`src/hw/psu_params.svh`:
```
`ifndef PSU_PARAMS_SVH
`define PSU_PARAMS_SVH
// ---------------------------------------------
// clock and timing
// ---------------------------------------------
`define CLK_PERIOD_NS 32'h0000_0014
`define OV_DEBOUNCE_NS 32'h0000_3E80
`define UV_DEBOUNCE_NS 32'h0006_DDD0
`define RESTART_PERIOD_NS 32'h3B9A_CA00
`define SS_STEP_NS 32'h0000_2710
`define SS_STEPS 7'h7F
// ---------------------------------------------
// register offsets
// ---------------------------------------------
`define CTRL_OFS 8'h00
`define STATUS_OFS 8'h04
`define TRIM_OFS 8'h08
// ---------------------------------------------
// field positions
// ---------------------------------------------
`define CTRL_AUTO_BIT 0
`define CTRL_CLEAR_BIT 1
// ---------------------------------------------
// reset values
// ---------------------------------------------
`define CTRL_RST 1'b0
`define TRIM_LOAD_OV_RST 8'h80
`define TRIM_LOCAL_OV_RST 8'hA0
`define TRIM_LOCAL_UV_RST 8'h60
`define TRIM_CLAMP_RST 8'h68
`endif

```
`src/hw/psu_pkg.sv`:
```
package psu_pkg;
    typedef enum logic [2:0]
    {
        ST_OFF = 3'b000,
        ST_RAMP = 3'b001,
        ST_ON = 3'b010,
        ST_WAIT = 3'b011,
        ST_LATCH = 3'b100
    } psu_state_t;

    typedef struct packed
    {
        logic [7:0] clamp;
        logic [7:0] local_uv;
        logic [7:0] local_ov;
        logic [7:0] load_ov;
    } trim_t;

    typedef struct packed
    {
        logic gnd_open;
        logic internal_reference_ov;
        logic external_reference_uv;
        logic vdd_above_upper;
        logic vdd_ov;
        logic load_ov;
        logic local_ov;
        logic local_uv;
    } cmp_t;
endpackage

```
`src/hw/psu_housekeeping_fault_supervisor.sv`:
```
// Notes on behaviour
// - gate drive only while pulse good
// - low line: line good false, output good true
// - soft-start ramps reference in 127 steps
// - supply overvoltage latches off at once, no load overvoltage needed
// - supply lockout acts as local undervoltage
// - auto-restart every second, undervoltage only
// - reference monitors feed overvoltage and undervoltage
// - ground open latches off like overvoltage
// - reference buffer waits for upper lockout level
// - supply good needs all five conditions
// - ground above sense negative drops supply good
// - load overvoltage drops gate, not latching
// - local overvoltage only after load overvoltage
// - overcurrent fault disables false undervoltage clamp
// - thresholds programmable by host over bus
// - debounce overvoltage 16us, undervoltage 450us
//
// Design decisions made here: the AHB-Lite slave port and the placing of the registers.
`timescale 1ns/1ns
`include "psu_params.svh"

// ---------------------------------------------
// debounce filter
// ---------------------------------------------
module psu_debounce #(
    parameter int CYCLES = 800
) (
    input wire logic i_clk_sys,
    input wire logic i_rst_n,
    input wire logic i_raw,
    output logic o_filt
);
    localparam int CW = $clog2(CYCLES + 1);
    typedef struct packed
    {
        logic filt;
        logic [CW-1:0] cnt;
    } deb_t;
    deb_t state_ff;
    deb_t nxt_state;

    always_comb
    begin
        nxt_state = state_ff;
        if (i_raw == state_ff.filt)
        begin
            nxt_state.cnt = '0;
        end
        else if (state_ff.cnt == CW'(CYCLES - 1))
        begin
            nxt_state.filt = i_raw;
            nxt_state.cnt = '0;
        end
        else
        begin
            nxt_state.cnt = state_ff.cnt + 1'b1;
        end
    end

    always_ff @(posedge i_clk_sys or negedge i_rst_n)
    begin
        if (!i_rst_n)
        begin
            state_ff <= '0;
        end
        else
        begin
            state_ff <= nxt_state;
        end
    end

    assign o_filt = state_ff.filt;
endmodule // psu_debounce

// ---------------------------------------------
// supervisor top
// ---------------------------------------------
module psu_housekeeping_fault_supervisor #(
    parameter int UV_DEBOUNCE_CYCLES =
        (`UV_DEBOUNCE_NS + `CLK_PERIOD_NS - 1) / `CLK_PERIOD_NS,
    parameter int RESTART_CYCLES = `RESTART_PERIOD_NS / `CLK_PERIOD_NS
) (
    input wire logic i_clk_sys,
    input wire logic i_rst_n,
    input wire logic i_hsel,
    input wire logic [31:0] i_haddr,
    input wire logic [1:0] i_htrans,
    input wire logic i_hwrite,
    input wire logic [2:0] i_hsize,
    input wire logic [31:0] i_hwdata,
    input wire logic i_hready,
    output logic [31:0] o_hrdata,
    output logic o_hreadyout,
    output logic o_hresp,
    input wire psu_pkg::cmp_t i_cmp,
    input wire logic i_pulse_good,
    input wire logic i_ac_low,
    input wire logic i_overcurrent_fault,
    output logic o_isolation_gate_en,
    output logic o_line_power_good,
    output logic o_output_power_good,
    output logic o_converter_en,
    output logic [6:0] o_soft_start_ref,
    output logic o_ref_buffer_en,
    output logic o_supply_good,
    output logic o_false_uv_clamp_en,
    output psu_pkg::trim_t o_trim
);
    import psu_pkg::*;

    localparam int OV_CYCLES = (`OV_DEBOUNCE_NS + `CLK_PERIOD_NS - 1) / `CLK_PERIOD_NS;
    localparam int SS_CYCLES = (`SS_STEP_NS + `CLK_PERIOD_NS - 1) / `CLK_PERIOD_NS;
    localparam int SS_W = $clog2(SS_CYCLES + 1);
    localparam int RS_W = $clog2(RESTART_CYCLES + 1);

    typedef struct packed
    {
        psu_state_t st;
        logic [6:0] ss_ref;
        logic [SS_W-1:0] step_cnt;
        logic [RS_W-1:0] rst_cnt;
        logic latched;
        logic load_seen;
        logic ref_buf;
        logic auto_rs;
        trim_t trim;
        logic wr_pend;
        logic [7:0] wr_addr;
        logic [31:0] rdata;
    } top_t;

    top_t state_ff;
    top_t nxt_state;
    logic [4:0] ov_raw;
    logic [4:0] ov_db;
    logic [2:0] uv_raw;
    logic [2:0] uv_db;
    logic addr_ok;
    logic clr;
    logic latch_fault;
    logic uv_fault;
    logic blank;
    logic step_tick;

    // ---------------------------------------------
    // comparator debounce
    // ---------------------------------------------
    // reference monitors join fault groups
    assign ov_raw = {i_cmp.gnd_open, i_cmp.internal_reference_ov, i_cmp.vdd_ov, i_cmp.local_ov, i_cmp.load_ov};
    assign uv_raw = {i_cmp.external_reference_uv, ~i_cmp.vdd_above_upper, i_cmp.local_uv};

    genvar gi;
    generate
        for (gi = 0; gi < 5; gi++)
        begin : g_ov
            psu_debounce #(.CYCLES(OV_CYCLES)) u_deb (
                .i_clk_sys(i_clk_sys),
                .i_rst_n(i_rst_n),
                .i_raw(ov_raw[gi]),
                .o_filt(ov_db[gi])
            );
        end
        for (gi = 0; gi < 3; gi++)
        begin : g_uv
            psu_debounce #(.CYCLES(UV_DEBOUNCE_CYCLES)) u_deb (
                .i_clk_sys(i_clk_sys),
                .i_rst_n(i_rst_n),
                .i_raw(uv_raw[gi]),
                .o_filt(uv_db[gi])
            );
        end
    endgenerate

    // ---------------------------------------------
    // fault decode
    // ---------------------------------------------
    // five supply conditions
    assign o_supply_good = ~i_cmp.gnd_open & ~i_cmp.internal_reference_ov & ~i_cmp.external_reference_uv
        & i_cmp.vdd_above_upper & ~i_cmp.vdd_ov;
    assign latch_fault = (ov_db[1] & (state_ff.load_seen | ov_db[0])) | ov_db[2]
        | ov_db[3] | ov_db[4];
    assign blank = (state_ff.st == ST_RAMP) | i_ac_low;
    assign uv_fault = |uv_db & ~blank;
    assign step_tick = state_ff.step_cnt == SS_W'(SS_CYCLES - 1);
    assign addr_ok = i_hsel & i_htrans[1] & i_hready;
    assign clr = state_ff.wr_pend & (state_ff.wr_addr == `CTRL_OFS) & i_hwdata[`CTRL_CLEAR_BIT];

    // ---------------------------------------------
    // next state
    // ---------------------------------------------
    always_comb
    begin
        nxt_state = state_ff;
        nxt_state.step_cnt = step_tick ? '0 : state_ff.step_cnt + 1'b1;
        // buffer enable sticks once level seen
        nxt_state.ref_buf = state_ff.ref_buf | i_cmp.vdd_above_upper;
        if (state_ff.st == ST_OFF)
        begin
            nxt_state.load_seen = 1'b0;
        end
        else if (ov_db[0])
        begin
            nxt_state.load_seen = 1'b1;
        end
        nxt_state.latched = latch_fault | (state_ff.latched & ~clr);
        case (state_ff.st)
            ST_OFF:
            begin
                if (o_supply_good & ~state_ff.latched & ~latch_fault)
                begin
                    nxt_state.st = ST_RAMP;
                    nxt_state.ss_ref = '0;
                    nxt_state.step_cnt = '0;
                end
            end
            ST_RAMP, ST_ON:
            begin
                if (latch_fault)
                begin
                    nxt_state.st = ST_LATCH;
                end
                else if (uv_fault)
                begin
                    nxt_state.st = state_ff.auto_rs ? ST_WAIT : ST_LATCH;
                    nxt_state.latched = ~state_ff.auto_rs | state_ff.latched;
                    nxt_state.rst_cnt = '0;
                end
                else if (state_ff.st == ST_RAMP && step_tick)
                begin
                    if (state_ff.ss_ref == `SS_STEPS)
                    begin
                        nxt_state.st = ST_ON;
                    end
                    else
                    begin
                        nxt_state.ss_ref = state_ff.ss_ref + 1'b1;
                    end
                end
            end
            ST_WAIT:
            begin
                nxt_state.rst_cnt = state_ff.rst_cnt + 1'b1;
                if (latch_fault)
                begin
                    nxt_state.st = ST_LATCH;
                end
                else if (state_ff.rst_cnt == RS_W'(RESTART_CYCLES - 1))
                begin
                    nxt_state.st = o_supply_good ? ST_RAMP : ST_OFF;
                    nxt_state.ss_ref = '0;
                    nxt_state.step_cnt = '0;
                end
            end
            ST_LATCH:
            begin
                if (~state_ff.latched)
                begin
                    nxt_state.st = ST_OFF;
                end
            end
            default:
            begin
                nxt_state.st = ST_OFF;
            end
        endcase
        if (state_ff.st != ST_RAMP && state_ff.st != ST_ON && state_ff.st != ST_OFF)
        begin
            nxt_state.ss_ref = '0;
        end
        nxt_state.wr_pend = addr_ok & i_hwrite;
        nxt_state.wr_addr = i_haddr[7:0];
        if (state_ff.wr_pend && state_ff.wr_addr == `CTRL_OFS)
        begin
            nxt_state.auto_rs = i_hwdata[`CTRL_AUTO_BIT];
        end
        if (state_ff.wr_pend && state_ff.wr_addr == `TRIM_OFS)
        begin
            nxt_state.trim = i_hwdata;
        end
        nxt_state.rdata = 32'h0000_0000;
        if (addr_ok && !i_hwrite)
        begin
            if (i_haddr[7:0] == `CTRL_OFS)
            begin
                nxt_state.rdata = {31'h0000_0000, state_ff.auto_rs};
            end
            else if (i_haddr[7:0] == `STATUS_OFS)
            begin
                nxt_state.rdata = {16'h0000, state_ff.ss_ref, 2'b00, o_supply_good,
                    state_ff.ref_buf, state_ff.load_seen, state_ff.latched, state_ff.st};
            end
            else if (i_haddr[7:0] == `TRIM_OFS)
            begin
                nxt_state.rdata = state_ff.trim;
            end
        end
    end

    always_ff @(posedge i_clk_sys or negedge i_rst_n)
    begin
        if (!i_rst_n)
        begin
            state_ff <= '0;
            state_ff.auto_rs <= `CTRL_RST;
            state_ff.trim <= {`TRIM_CLAMP_RST, `TRIM_LOCAL_UV_RST, `TRIM_LOCAL_OV_RST,
                `TRIM_LOAD_OV_RST};
        end
        else
        begin
            state_ff <= nxt_state;
        end
    end

    // ---------------------------------------------
    // outputs
    // ---------------------------------------------
    // pulse good gates transistor
    assign o_isolation_gate_en = (state_ff.st == ST_ON) & i_pulse_good & ~ov_db[0];
    assign o_line_power_good = (state_ff.st == ST_ON) & ~i_ac_low;
    assign o_output_power_good = state_ff.st == ST_ON;
    assign o_converter_en = (state_ff.st == ST_RAMP) | (state_ff.st == ST_ON);
    assign o_soft_start_ref = state_ff.ss_ref;
    assign o_ref_buffer_en = state_ff.ref_buf;
    assign o_false_uv_clamp_en = ~i_overcurrent_fault;
    assign o_trim = state_ff.trim;
    assign o_hrdata = state_ff.rdata;
    assign o_hreadyout = 1'b1;
    assign o_hresp = 1'b0;
endmodule // psu_housekeeping_fault_supervisor

```
`config.mk`:
```
export PLATFORM = sky130hd
export DESIGN_NAME = psu_housekeeping_fault_supervisor
export DESIGN_NICKNAME = d
export VERILOG_FILES = /design/src/hw/psu_pkg.sv /design/src/hw/psu_housekeeping_fault_supervisor.sv
export VERILOG_INCLUDE_DIRS = /design/src /design/src/hw
export SDC_FILE = /design/constraint.sdc
export NUM_CORES = 1
export LEC_CHECK = 0
export ABC_AREA = 1
export ABC_CLOCK_PERIOD_IN_PS = 3500
export BUFFER_PORTS_ARGS = -buffer_cell sky130_fd_sc_hd__buf_2
export CORE_ASPECT_RATIO = 1.75
export CORE_MARGIN = 2
export CORE_UTILIZATION = 55
export CTS_CLUSTER_DIAMETER = 60
export DETAILED_ROUTE_END_ITERATION = 8
export GPL_TIMING_DRIVEN = 0
export MAX_ROUTING_LAYER = met4
export PLACE_DENSITY = 0.78
export SLEW_MARGIN = 20
export SYNTH_ARGS = -nofsm -noshare
export SYNTH_HDL_FRONTEND = slang
export SYNTH_SLANG_ARGS = --single-unit
export TNS_END_PERCENT = 100
```
`constraint.sdc`:
```
create_clock -name i_clk_sys -period 3.5 [get_ports i_clk_sys]
set_input_delay 0.35 -clock i_clk_sys [delete_from_list [all_inputs] [get_ports i_clk_sys]]
set_output_delay 0.35 -clock i_clk_sys [all_outputs]
set_load 0.01 [all_outputs]
```
---- Word-level counts from Yosys, hierarchy flattened ----
Cells that the tools add are included.
storage, ports and cells
  input bits .............................. 85
  register bits after elaboration ......... 225
  output and inout port bits .............. 80
cells by class
  $add $sub $neg .......................... 11
  muxes and demuxes ....................... 45
  reduce and logical (&&, ||, !) cells .... 27
  equality and inequality tests ........... 42
  bitwise logic cells ..................... 47
operator list
  kind                                                 number
  two-way mux 32 bit                                   4
  two-way mux 10 bit                                   11
  two-way mux 15 bit                                   6
  two-way mux 27 bit                                   2
  one-hot mux 26 bit (2 select lines)                  1
  adder 10 x 1 -> 10 bit, second input constant        5
  equality test 10 bit, second input constant          5
  adder 15 x 1 -> 15 bit, second input constant        3
  equality test 15 bit, second input constant          3
  two-way mux 19 bit                                   2
  two-way mux 7 bit                                    4
  adder 26 x 1 -> 26 bit, second input constant        1
  equality test 26 bit, second input constant          1
  inequality test 3 bit, second input constant         7
  inverter 1 bit                                       21
  one-hot mux 7 bit (3 select lines)                   1
  two-way mux 3 bit                                    6
  one-hot mux 9 bit (2 select lines)                   1
  AND 1 bit                                            17
  equality test 8 x 4 -> 1 bit, second input constant  2
  logical NOT 8 bit                                    2
  two-way mux 16 bit                                   1
  AND reduction 2 bit                                  8
  one-hot mux 3 bit (4 select lines)                   1
  other kinds (28)                                     57

---- Logic depth before layout (Yosys ltp) ----
Gate-level depths: netlist of run 1.
  word-level depth ........................ 10
  depth in mapped cells ................... 10
  gate-level depth less buffers ........... 10

---- Modules after synthesis ----
A second synthesis of run 1 with hierarchy kept.
unflattened totals
  cell total of the unflattened synthesis .. 1,527
  area total of the unflattened synthesis .. 12,065.3 um^2
modules (own cells, without submodules)
  module                             cells each  seq. area each (um^2)  times used  area each (um^2)
  psu_housekeeping_fault_supervisor  808         3,062.9                1           6,407.4
  psu_debounce (g_ov[0].u_deb ...)   73          275.3                  5           573.0
  psu_debounce (g_uv[0].u_deb ...)   118         400.4                  3           930.9

---- Worst setup path after synthesis of run 1 ----
Ideal clock, no wire load.
  path kind ............................... register -> register
  start ................................... register state_ff[77] in the netlist's numbering
  end ..................................... register state_ff[104] in the netlist's numbering
  required time ........................... 3.381 ns
  stages on the path, launching flop included .. 10
  period minus slack after synthesis ...... 1.548 ns
  path slack .............................. 1.952 ns
  arrival ................................. 1.429 ns
  cells stage by stage .................... dfrtp_1 -> ha_1 -> nand2_1 -> nor2_2 -> nand3_1 -> nor2_1 -> nand2_1 -> nand2_1 -> nand3_2 -> and2_1
RTL lines
  element                 RTL line                                  text
  from (decl)             psu_housekeeping_fault_supervisor.sv:133  top_t state_ff;
  from (signal assigned)  psu_housekeeping_fault_supervisor.sv:311  state_ff <= nxt_state;

==> results of run 1 <==
flip-flops by register name, indices dropped and copies added (netlist names):
signal               count
g_uv.u_deb.o_filt        3
g_ov.u_deb.o_filt        5
o_hrdata                32
o_ref_buffer_en          1
state_ff                50
o_trim                  32
g_ov.u_deb.state_ff     50
o_soft_start_ref         7
g_uv.u_deb.state_ff     45
layer usage:
layer | track usage | vias up
li1 | - | 4874
met1 | 0.272 | 4640
met2 | 0.484 | 250
met3 | 0.0263 | 75
met4 | 0.119 | 0
met5 | - | -
path summary, 6_finish.rpt:
kind / start / endpoint / slack [ps] / cells after the start
setup reg to reg: state_ff[77]$_DFFE_PN0P_ / state_ff[110]$_DFF_PN0_ / 1440 / 10
max in group asynchronous: i_rst_n / o_trim[13]$_DFFE_PN1P_ / 2150 / 3
min in group asynchronous: i_rst_n / g_uv[2].u_deb.state_ff[4]$_DFF_PN0_ / 420 / 2
setup / recovery: state_ff[77]$_DFFE_PN0P_ / state_ff[110]$_DFF_PN0_ / 1440 / 10
hold reg to reg: g_uv[2].u_deb.state_ff[0]$_DFF_PN0_ / g_uv[2].u_deb.state_ff[0]$_DFF_PN0_ / 460 / 1
hold / removal: i_hwdata[21] / o_trim[21]$_DFFE_PN1P_ / 70 / 3
logic make-up after synthesis:
group                    Yosys count  synth area share
buffers and inverters            247             0.107
multiplexers                       2           0.00183
AO/OA/AOI/OAI                    110            0.0576
flip-flops                       225             0.486
XOR/XNOR                          47            0.0355
AND/OR/NAND/NOR                  798             0.299
other                              2          0.000647
adder cells (fa/ha/maj)           11            0.0119
power groups by stage:
stage | Combinational, mW | Clock, mW | Sequential [mW]
floorplan | 0.128 | 0 | 2.73
global placement | 0.252 | 0 | 2.74
detailed placement | 0.266 | 0 | 2.74
CTS | 0.278 | 2.45 | 2.69
global route | 0.313 | 2.56 | 2.70
finish | 0.273 | 2.40 | 2.69
per-stage QoR:
step                      worst slack, ps  power, mW  TNS [ps]  cell area (um^2)
final                                1440       5.37         0             13500
after global placement              -1810       2.99   -389670             12600
after detailed placement             1460       3.01         0             12700
after global routing                 1290       5.57         0             13500
after CTS                            1450       5.42         0             13500
after floorplan                      1950       2.86         0             11600
placed cells by master (no fill, tap or decap), drive strengths merged, types with 8 or more instances in the layout:
cell / instances
nand2: 344
buf: 224
dfrtp: 217
nor2: 217
inv: 154
nand3: 125
nor3: 58
a21oi: 51
o21ai: 49
clkbuf: 38
xor2: 34
nand4: 25
xnor2: 13
ha: 11
nor3b: 10
dlygate4sd3: 9
dfstp: 8
worst max-delay path, cell delays in order, from the launching register on:
cell and delay [ps]:
dfrtp_1 490, ha_1 310, nand2_1 120, nor2_2 300
nand3_1 120, nor2_1 130, nand2_1 110, nand2_1 80
nand3_2 100, nand2_4 120, nor2_1 60
cell type report:
cell class                 instances  area, um^2  area share
clock buffer                      33         673      0.0499
timing repair buffer             145         826      0.0613
sequential                       225        5640       0.418
clock inverter                     6        61.3     0.00455
buffer                            93         653      0.0485
tap                              252         315      0.0234
multi-input combinational        970        4720       0.350
inverter                         154         591      0.0438
antenna                            1        2.50    0.000186
timing repair:
action                                  CTS  global route
hold buffers                              9             0
hold endpoints to repair                 79             0
endpoints found under the setup margin    0             0
==> metrics.txt, run 1 <==
# TYPE chip_impl_metric gauge
chip_impl_metric{name="syn_inst",unit=""} 1442
chip_impl_metric{name="vias_per_cell",unit=""} 5.24
chip_impl_info{name="rsz_0062_raised_after_global_routing",value="no"} 1
chip_impl_metric{name="fin_worst_hold_slack",unit="ps"} 71.6
chip_impl_metric{name="max_freq",unit="GHz"} 0.486
chip_impl_metric{name="globalRoute.totalOverflow",unit=""} 0
chip_impl_info{name="synth_top_cells_by_count",value="nand2_1, dfrtp_1, nor2_1, inv_1, nand3_1"} 1
chip_impl_info{name="synth_top_cells_by_area",value="dfrtp_1, nand2_1, nor2_1, nand3_1, inv_1"} 1
chip_impl_metric{name="grt_max_degree",unit=""} 97
chip_impl_info{name="timing.hold.worst.class",value="input port to register"} 1
chip_impl_metric{name="vias_in_the_first_global_route",unit=""} 9848
chip_impl_metric{name="syn_area_per_cell",unit="um^2"} 8.05
chip_impl_metric{name="fp.dieW",unit="um"} 114
chip_impl_metric{name="layout.cells.non_filler",unit=""} 1879
chip_impl_metric{name="power.net_switching",unit="mW"} 1.21
chip_impl_metric{name="number_of_placed_instances_taps_included",unit=""} 1830
chip_impl_metric{name="postSynthNetCount",unit=""} 1538
chip_impl_metric{name="placed_wire_length_estimate_after_detailed_placement",unit="um"} 20800
chip_impl_metric{name="cp_data_required_time",unit="ps"} 3890
chip_impl_info{name="most_numerous_cell_in_the_yosys_netlist",value="nand2_1"} 1
chip_impl_metric{name="clock_slew_at_reported_path_ffs",unit="ps"} 60
chip_impl_metric{name="synth_top_area_frac",unit=""} 0.468
chip_impl_metric{name="yosysSeqAreaShare",unit=""} 0.486
chip_impl_metric{name="clk_latency",unit="ps"} 500
chip_impl_metric{name="layout-drive-gt1-share",unit=""} 0.193
chip_impl_metric{name="first_pass_drt_iterations",unit=""} 5
chip_impl_metric{name="netlist_area",unit="um^2"} 11600
chip_impl_metric{name="final.fill_count",unit=""} 1795
chip_impl_metric{name="final_hold_viol_count",unit=""} 0
chip_impl_metric{name="finalCriticalPeriod",unit="ps"} 2060
chip_impl_metric{name="wl_met2",unit="um"} 15300
chip_impl_metric{name="wl_met1",unit="um"} 10100
chip_impl_metric{name="cts-buffers-inserted",unit=""} 22
chip_impl_metric{name="timing_worst_slew_pin_value",unit="ps"} 579
chip_impl_info{name="synth_largest_area_cell",value="dfrtp_1"} 1
chip_impl_metric{name="synth.ff_latch_count",unit=""} 225
chip_impl_metric{name="drt_drc_violations_left",unit=""} 0
chip_impl_metric{name="setup_viol",unit=""} 0
chip_impl_metric{name="placer_congestion",unit=""} 0.983
chip_impl_metric{name="power_density",unit="nW/um^2"} 398
chip_impl_metric{name="route.antenna.remaining_nets",unit=""} 0
chip_impl_metric{name="finalClockSkew",unit="ps"} 9.64
chip_impl_metric{name="via_count",unit=""} 9839
chip_impl_metric{name="grt_pass1_wl",unit="um"} 45800
chip_impl_info{name="outcome",value="completed"} 1
chip_impl_metric{name="synth_edf_count",unit=""} 0
chip_impl_metric{name="grt_antenna_before_repair",unit=""} 1
chip_impl_info{name="cts_tree",value="done"} 1
chip_impl_metric{name="row_count",unit=""} 70
chip_impl_info{name="clock_tree.root_cell",value="clkbuf_16"} 1
chip_impl_info{name="top_layer_used",value="met4"} 1
chip_impl_metric{name="die-height",unit="um"} 196
chip_impl_metric{name="max_slew_margin",unit=""} 0.611
chip_impl_metric{name="grtUsageTotal",unit=""} 0.260
chip_impl_metric{name="route.final.wire_length",unit="um"} 27800
chip_impl_metric{name="cts.sinks",unit=""} 225
chip_impl_metric{name="share_clk_of_total_power",unit=""} 0.448
chip_impl_info{name="setup.worst_path.end_class",value="register"} 1
chip_impl_metric{name="netlist-cell-type-count",unit=""} 46
chip_impl_metric{name="post_cts_resized",unit=""} 0
chip_impl_metric{name="cell_leakage_power",unit="nW"} 6.80
chip_impl_metric{name="crit_fanout",unit=""} 8
chip_impl_metric{name="buffer_ports.inserted",unit=""} 134
chip_impl_info{name="synthFlopType",value="dfrtp_1"} 1
chip_impl_metric{name="count_of_warnings_emitted_by_yosys",unit=""} 0
chip_impl_metric{name="swShare",unit=""} 0.226
chip_impl_metric{name="dr.first_iter.drc_count",unit=""} 796
chip_impl_metric{name="combinationalPowerShare",unit=""} 0.051
chip_impl_metric{name="post-route-period-util",unit=""} 0.587
chip_impl_metric{name="post-route-util",unit=""} 0.647
chip_impl_metric{name="routedWlPerCell",unit="um"} 14.8
chip_impl_metric{name="count_of_max_cap_constraint_violations",unit=""} 0
chip_impl_metric{name="postCtsSetupRepairBufs",unit=""} 0
chip_impl_metric{name="initial_utilization",unit=""} 0.557
chip_impl_metric{name="finalNetCount",unit=""} 1707
chip_impl_metric{name="report.final.slew_viol_count",unit=""} 0
chip_impl_metric{name="power.ir.vdd_worst",unit="mV"} 0.384
chip_impl_info{name="setup.worst_path.start_class",value="register"} 1
chip_impl_metric{name="areaGrowthSynthToFinish",unit="%"} 16.2
chip_impl_metric{name="power.internal",unit="mW"} 4.15
chip_impl_metric{name="cts_max_level",unit=""} 1
chip_impl_metric{name="seqPwrFrac",unit=""} 0.502
chip_impl_metric{name="core_area",unit="um^2"} 20800
chip_impl_metric{name="synth-async-reset-ratio",unit=""} 1.00
chip_impl_info{name="classification_of_the_worst_setup_path",value="register to register"} 1
chip_impl_metric{name="die_area",unit="um^2"} 22300
chip_impl_metric{name="routed-wl-met3",unit="um"} 1030
chip_impl_metric{name="critical_path_arrival",unit="ps"} 2450
chip_impl_metric{name="max-clock-path-buffers",unit=""} 3
chip_impl_metric{name="ios",unit=""} 165
No activity file was read; power rests on OpenSTA's default activity.
==> run 2: changes to the inputs <==
Settings changed: ABC_AREA 1 to 0, ABC_CLOCK_PERIOD_IN_PS 3500 to 1900, PLACE_DENSITY 0.78 to 0.79.
Clock period 3.5 ns to 1.9 ns, I/O delays scaled along.
==> run 2 against run 1 <==
  * The run now ends with negative setup slack left
  * Clock skew grew 11 ps
  * Total power grew 85%
  * Final cell count shrank 21%
  * Synthesized area shrank 9.4%
  * Flip-flop and latch count is the same
  * Via count shrank 16%
  * Largest cell class unchanged
  * Largest power group unchanged
==> metrics.txt, run 2 <==
# TYPE chip_impl_metric gauge
chip_impl_metric{name="cts_max_level",unit=""} 1
chip_impl_metric{name="crit_fanout",unit=""} 3
chip_impl_metric{name="critical_path_arrival",unit="ps"} 2520
chip_impl_info{name="critPathSlowestCell",value="or3_4"} 1
chip_impl_metric{name="seqCellArea",unit="um^2"} 5650
chip_impl_metric{name="power.internal",unit="mW"} 7.65
chip_impl_info{name="synth_top_cells_by_count",value="dfrtp_1, nor2_1, buf_4, nand3_1, xor2_1"} 1
chip_impl_metric{name="core_area",unit="um^2"} 18700
chip_impl_metric{name="crit_path_max_incr_delay",unit="ps"} 440
chip_impl_info{name="hold_start",value="i_cmp[6]"} 1
chip_impl_metric{name="yosysSeqAreaShare",unit=""} 0.537
chip_impl_metric{name="cell_leakage_power",unit="nW"} 6.43
chip_impl_info{name="timing.hold.worst.class",value="input port to register"} 1
chip_impl_metric{name="num_antenna_cells",unit=""} 0
chip_impl_metric{name="finalClockSkew",unit="ps"} 21.1
chip_impl_metric{name="first_pass_drt_iterations",unit=""} 5
chip_impl_metric{name="syn_inst",unit=""} 992
chip_impl_metric{name="row_count",unit=""} 66
chip_impl_metric{name="power.net_switching",unit="mW"} 2.27
chip_impl_metric{name="via_count",unit=""} 8282
chip_impl_metric{name="routedWlPerCell",unit="um"} 17.8
chip_impl_metric{name="final.fill_count",unit=""} 1253
chip_impl_metric{name="share_clk_of_total_power",unit=""} 0.419
chip_impl_metric{name="grt_antenna_before_repair",unit=""} 0
chip_impl_metric{name="placed_wire_length_estimate_after_detailed_placement",unit="um"} 16300
chip_impl_metric{name="vias_per_cell",unit=""} 5.59
chip_impl_metric{name="route.final.wire_length",unit="um"} 26400
chip_impl_metric{name="drt_drc_violations_left",unit=""} 0
chip_impl_metric{name="cts.sinks",unit=""} 225
chip_impl_metric{name="max_slew_margin",unit=""} 0.629
chip_impl_metric{name="seqPwrFrac",unit=""} 0.511
chip_impl_metric{name="r2r_slack",unit="ps"} -200
chip_impl_metric{name="die-height",unit="um"} 187
chip_impl_metric{name="syn_area_per_cell",unit="um^2"} 10.6
chip_impl_metric{name="hold_depth",unit=""} 2
chip_impl_info{name="timing.critical_path.mode_cell",value="or3_4"} 1
chip_impl_metric{name="finalInstanceArea",unit="um^2"} 13400
chip_impl_metric{name="count_of_max_cap_constraint_violations",unit=""} 0
chip_impl_metric{name="grt_max_degree",unit=""} 95
chip_impl_info{name="classification_of_the_worst_setup_path",value="register to register"} 1
chip_impl_info{name="cts_tree",value="done"} 1
chip_impl_info{name="worst_hold_path.endpoint",value="g_ov[3].u_deb.o_filt$_DFFE_PN0P_"} 1
chip_impl_info{name="synth_largest_area_cell",value="dfrtp_1"} 1
chip_impl_metric{name="dr.first_iter.drc_count",unit=""} 517
chip_impl_metric{name="power.ir.vdd_worst",unit="mV"} 0.671
chip_impl_metric{name="placer_congestion",unit=""} 0.932
chip_impl_metric{name="report.final.slew_viol_count",unit=""} 0
chip_impl_metric{name="synth.ff_latch_count",unit=""} 225
chip_impl_metric{name="swShare",unit=""} 0.229
chip_impl_info{name="setup.worst_path.start_class",value="register"} 1
chip_impl_info{name="violations",value="negative setup slack"} 1
chip_impl_metric{name="finalCriticalPeriod",unit="ps"} 2100
chip_impl_metric{name="synth-async-reset-ratio",unit=""} 1.00
chip_impl_metric{name="die_area",unit="um^2"} 20300
chip_impl_info{name="synthFlopType",value="dfrtp_1"} 1
chip_impl_info{name="outcome",value="finished, violations left"} 1
chip_impl_metric{name="timing_worst_slew_pin_value",unit="ps"} 552
chip_impl_info{name="setup.worst_path.end_class",value="register"} 1
chip_impl_metric{name="cts-buffers-inserted",unit=""} 21
chip_impl_metric{name="max-clock-path-buffers",unit=""} 3
chip_impl_metric{name="combinationalPowerShare",unit=""} 0.071
chip_impl_info{name="most_numerous_cell_in_the_yosys_netlist",value="dfrtp_1"} 1
chip_impl_metric{name="netlist-cell-type-count",unit=""} 56
chip_impl_info{name="commonest_cells_after_routing_fill_and_taps_aside",value="dfrtp_1, nor2_1, buf_2"} 1
chip_impl_metric{name="count_of_warnings_emitted_by_yosys",unit=""} 0
chip_impl_info{name="most_common_cell_after_layout_fill_and_taps_aside",value="dfrtp_1"} 1
chip_impl_metric{name="grt_pass1_wl",unit="um"} 40500
chip_impl_info{name="synth_top_cells_by_area",value="dfrtp_1, xor2_1, nor2_1, buf_4, mux2_2"} 1
chip_impl_info{name="largest_registers",value="g_ov.u_deb.state_ff x50, state_ff x50, g_uv.u_deb.state_ff x45"} 1
chip_impl_metric{name="grtUsageTotal",unit=""} 0.255
chip_impl_metric{name="clk_latency",unit="ps"} 510
chip_impl_info{name="timing.rr.end",value="o_soft_start_ref[5]$_DFFE_PN0P_"} 1
chip_impl_metric{name="globalRoute.totalOverflow",unit=""} 0
chip_impl_info{name="reg2reg_from",value="g_ov[3].u_deb.o_filt$_DFFE_PN0P_"} 1
chip_impl_metric{name="post-route-period-util",unit=""} 1.10
chip_impl_metric{name="fp.dieW",unit="um"} 108
chip_impl_metric{name="max_freq",unit="GHz"} 0.477
chip_impl_metric{name="vias_in_the_first_global_route",unit=""} 8473
chip_impl_metric{name="synth_edf_count",unit=""} 0
chip_impl_metric{name="buffer_ports.inserted",unit=""} 134
chip_impl_metric{name="setup_viol",unit=""} 33
chip_impl_metric{name="layout-drive-gt1-share",unit=""} 0.319
chip_impl_metric{name="areaGrowthSynthToFinish",unit="%"} 27.2
chip_impl_metric{name="finalPower",unit="mW"} 9.91
chip_impl_metric{name="multi_input_comb_area",unit="um^2"} 4510
chip_impl_metric{name="initial_utilization",unit=""} 0.563
chip_impl_metric{name="clock_slew_at_reported_path_ffs",unit="ps"} 60
chip_impl_metric{name="ios",unit=""} 165
chip_impl_metric{name="detailed_place.area",unit="um^2"} 11600
chip_impl_metric{name="synth_top_area_frac",unit=""} 0.517
chip_impl_metric{name="setup_slack",unit="ps"} -197
chip_impl_metric{name="netlist_area",unit="um^2"} 10500
chip_impl_info{name="rsz_0062_raised_after_global_routing",value="yes"} 1
chip_impl_info{name="list_of_cells_traversed_by_the_critical_path",value="or3_4 > buf_6 > nor3_4 > nand4_1 > or3_4 > a21oi_2"} 1
chip_impl_metric{name="cp_data_required_time",unit="ps"} 2320
chip_impl_metric{name="worst_reg2reg_path_depth",unit=""} 6
chip_impl_metric{name="finalNetCount",unit=""} 1325
chip_impl_metric{name="postSynthNetCount",unit=""} 1088
chip_impl_info{name="clock_tree.root_cell",value="clkbuf_16"} 1
chip_impl_metric{name="final_hold_viol_count",unit=""} 0
chip_impl_metric{name="route.antenna.remaining_nets",unit=""} 0
chip_impl_metric{name="power_density",unit="nW/um^2"} 741
==> run 2: power by group through the flow <==
stage	sequential, mW	clock, mW	combinational, mW
finish	5.06	4.15	0.700
global route	5.08	4.42	0.782
CTS	5.06	4.23	0.681
detailed placement	5.14	0	0.587
global placement	5.14	0	0.557
floorplan	5.11	0	0.308
==> run 2: critical path: cells and delay by family (launching register included) <==
kind / cells / cell delay [ps]
AND/OR/NAND/NOR: 4 / 1330
buffers and inverters: 1 / 140
AO/OA/AOI/OAI: 1 / 120
flip-flops: 1 / 410
==> run 2: timing repair <==
action,in CTS,in global routing
pin swaps,20,26
endpoints found under the setup margin,88,100
hold endpoints to repair,114,0
buffers inserted,18,12
hold buffers,49,0
gates cloned,1,0
gates resized for setup,53,62
==> run 2: layout make-up <==
type | instances | share of cell area
multi-input cells | 654 | 0.337
repair buffers | 215 | 0.112
inverters | 21 | 0.00590
clock inverters | 7 | 0.00711
flip-flops and latches | 225 | 0.422
plain buffers | 91 | 0.0505
well taps | 238 | 0.0223
clock buffers | 31 | 0.0429
==> run 2: logic make-up after synthesis <==
group           synth area share
mux                       0.0457
simple gates               0.206
fa+ha+maj                 0.0131
other cells             0.000715
flops                      0.537
compound gates            0.0344
xor+xnor                  0.0959
buf+inv                   0.0673
==> run 2: metrics by stage <==
| stage | setup TNS, ps | hold WS, ps | setup WS [ps] | cells | util |
|---|---|---|---|---|---|
| finish | -2010 | 38.0 | -197 | 1482 | 0.716 |
| global route | -4560 | 24.9 | -262 | 1482 | 0.716 |
| CTS | -1030 | 9.53 | -181 | 1471 | 0.701 |
| detailed placement | -16730 | 190 | -376 | 1366 | 0.619 |
| global placement | -705370 | 314 | -3150 | 1364 | 0.616 |
| floorplan | -97.4 | -106 | -46.5 | 992 | - |
==> run 2: how the worst max path moves through the flow <==
stage,start,to,cells after the start,slack [ps]
6_report,g_ov[3].u_deb.o_filt$_DFFE_PN0P_,o_soft_start_ref[5]$_DFFE_PN0P_,6,-200
3_5_place_dp,state_ff[77]$_DFFE_PN0P_,state_ff[99]$_DFFE_PN0P_,6,-380
3_3_place_gp,i_rst_n,o_trim[10]$_DFFE_PN0P_,1,-3150
5_1_grt,state_ff[120]$_DFFE_PN0P_,o_soft_start_ref[5]$_DFFE_PN0P_,6,-260
2_1_floorplan,g_ov[2].u_deb.o_filt$_DFFE_PN0P_,state_ff[101]$_DFFE_PN0P_,5,-50
4_1_cts,g_ov[3].u_deb.o_filt$_DFFE_PN0P_,state_ff[99]$_DFFE_PN0P_,6,-180
==> run 2: metal layers <==
layer  vias up  global-route usage  wire length, um
met3       113              0.0289             1470
met2       331               0.464            14400
met1      4040               0.272             9220
li1       3798                   -                -
met4         0               0.113             1250
met5         -                   -                0
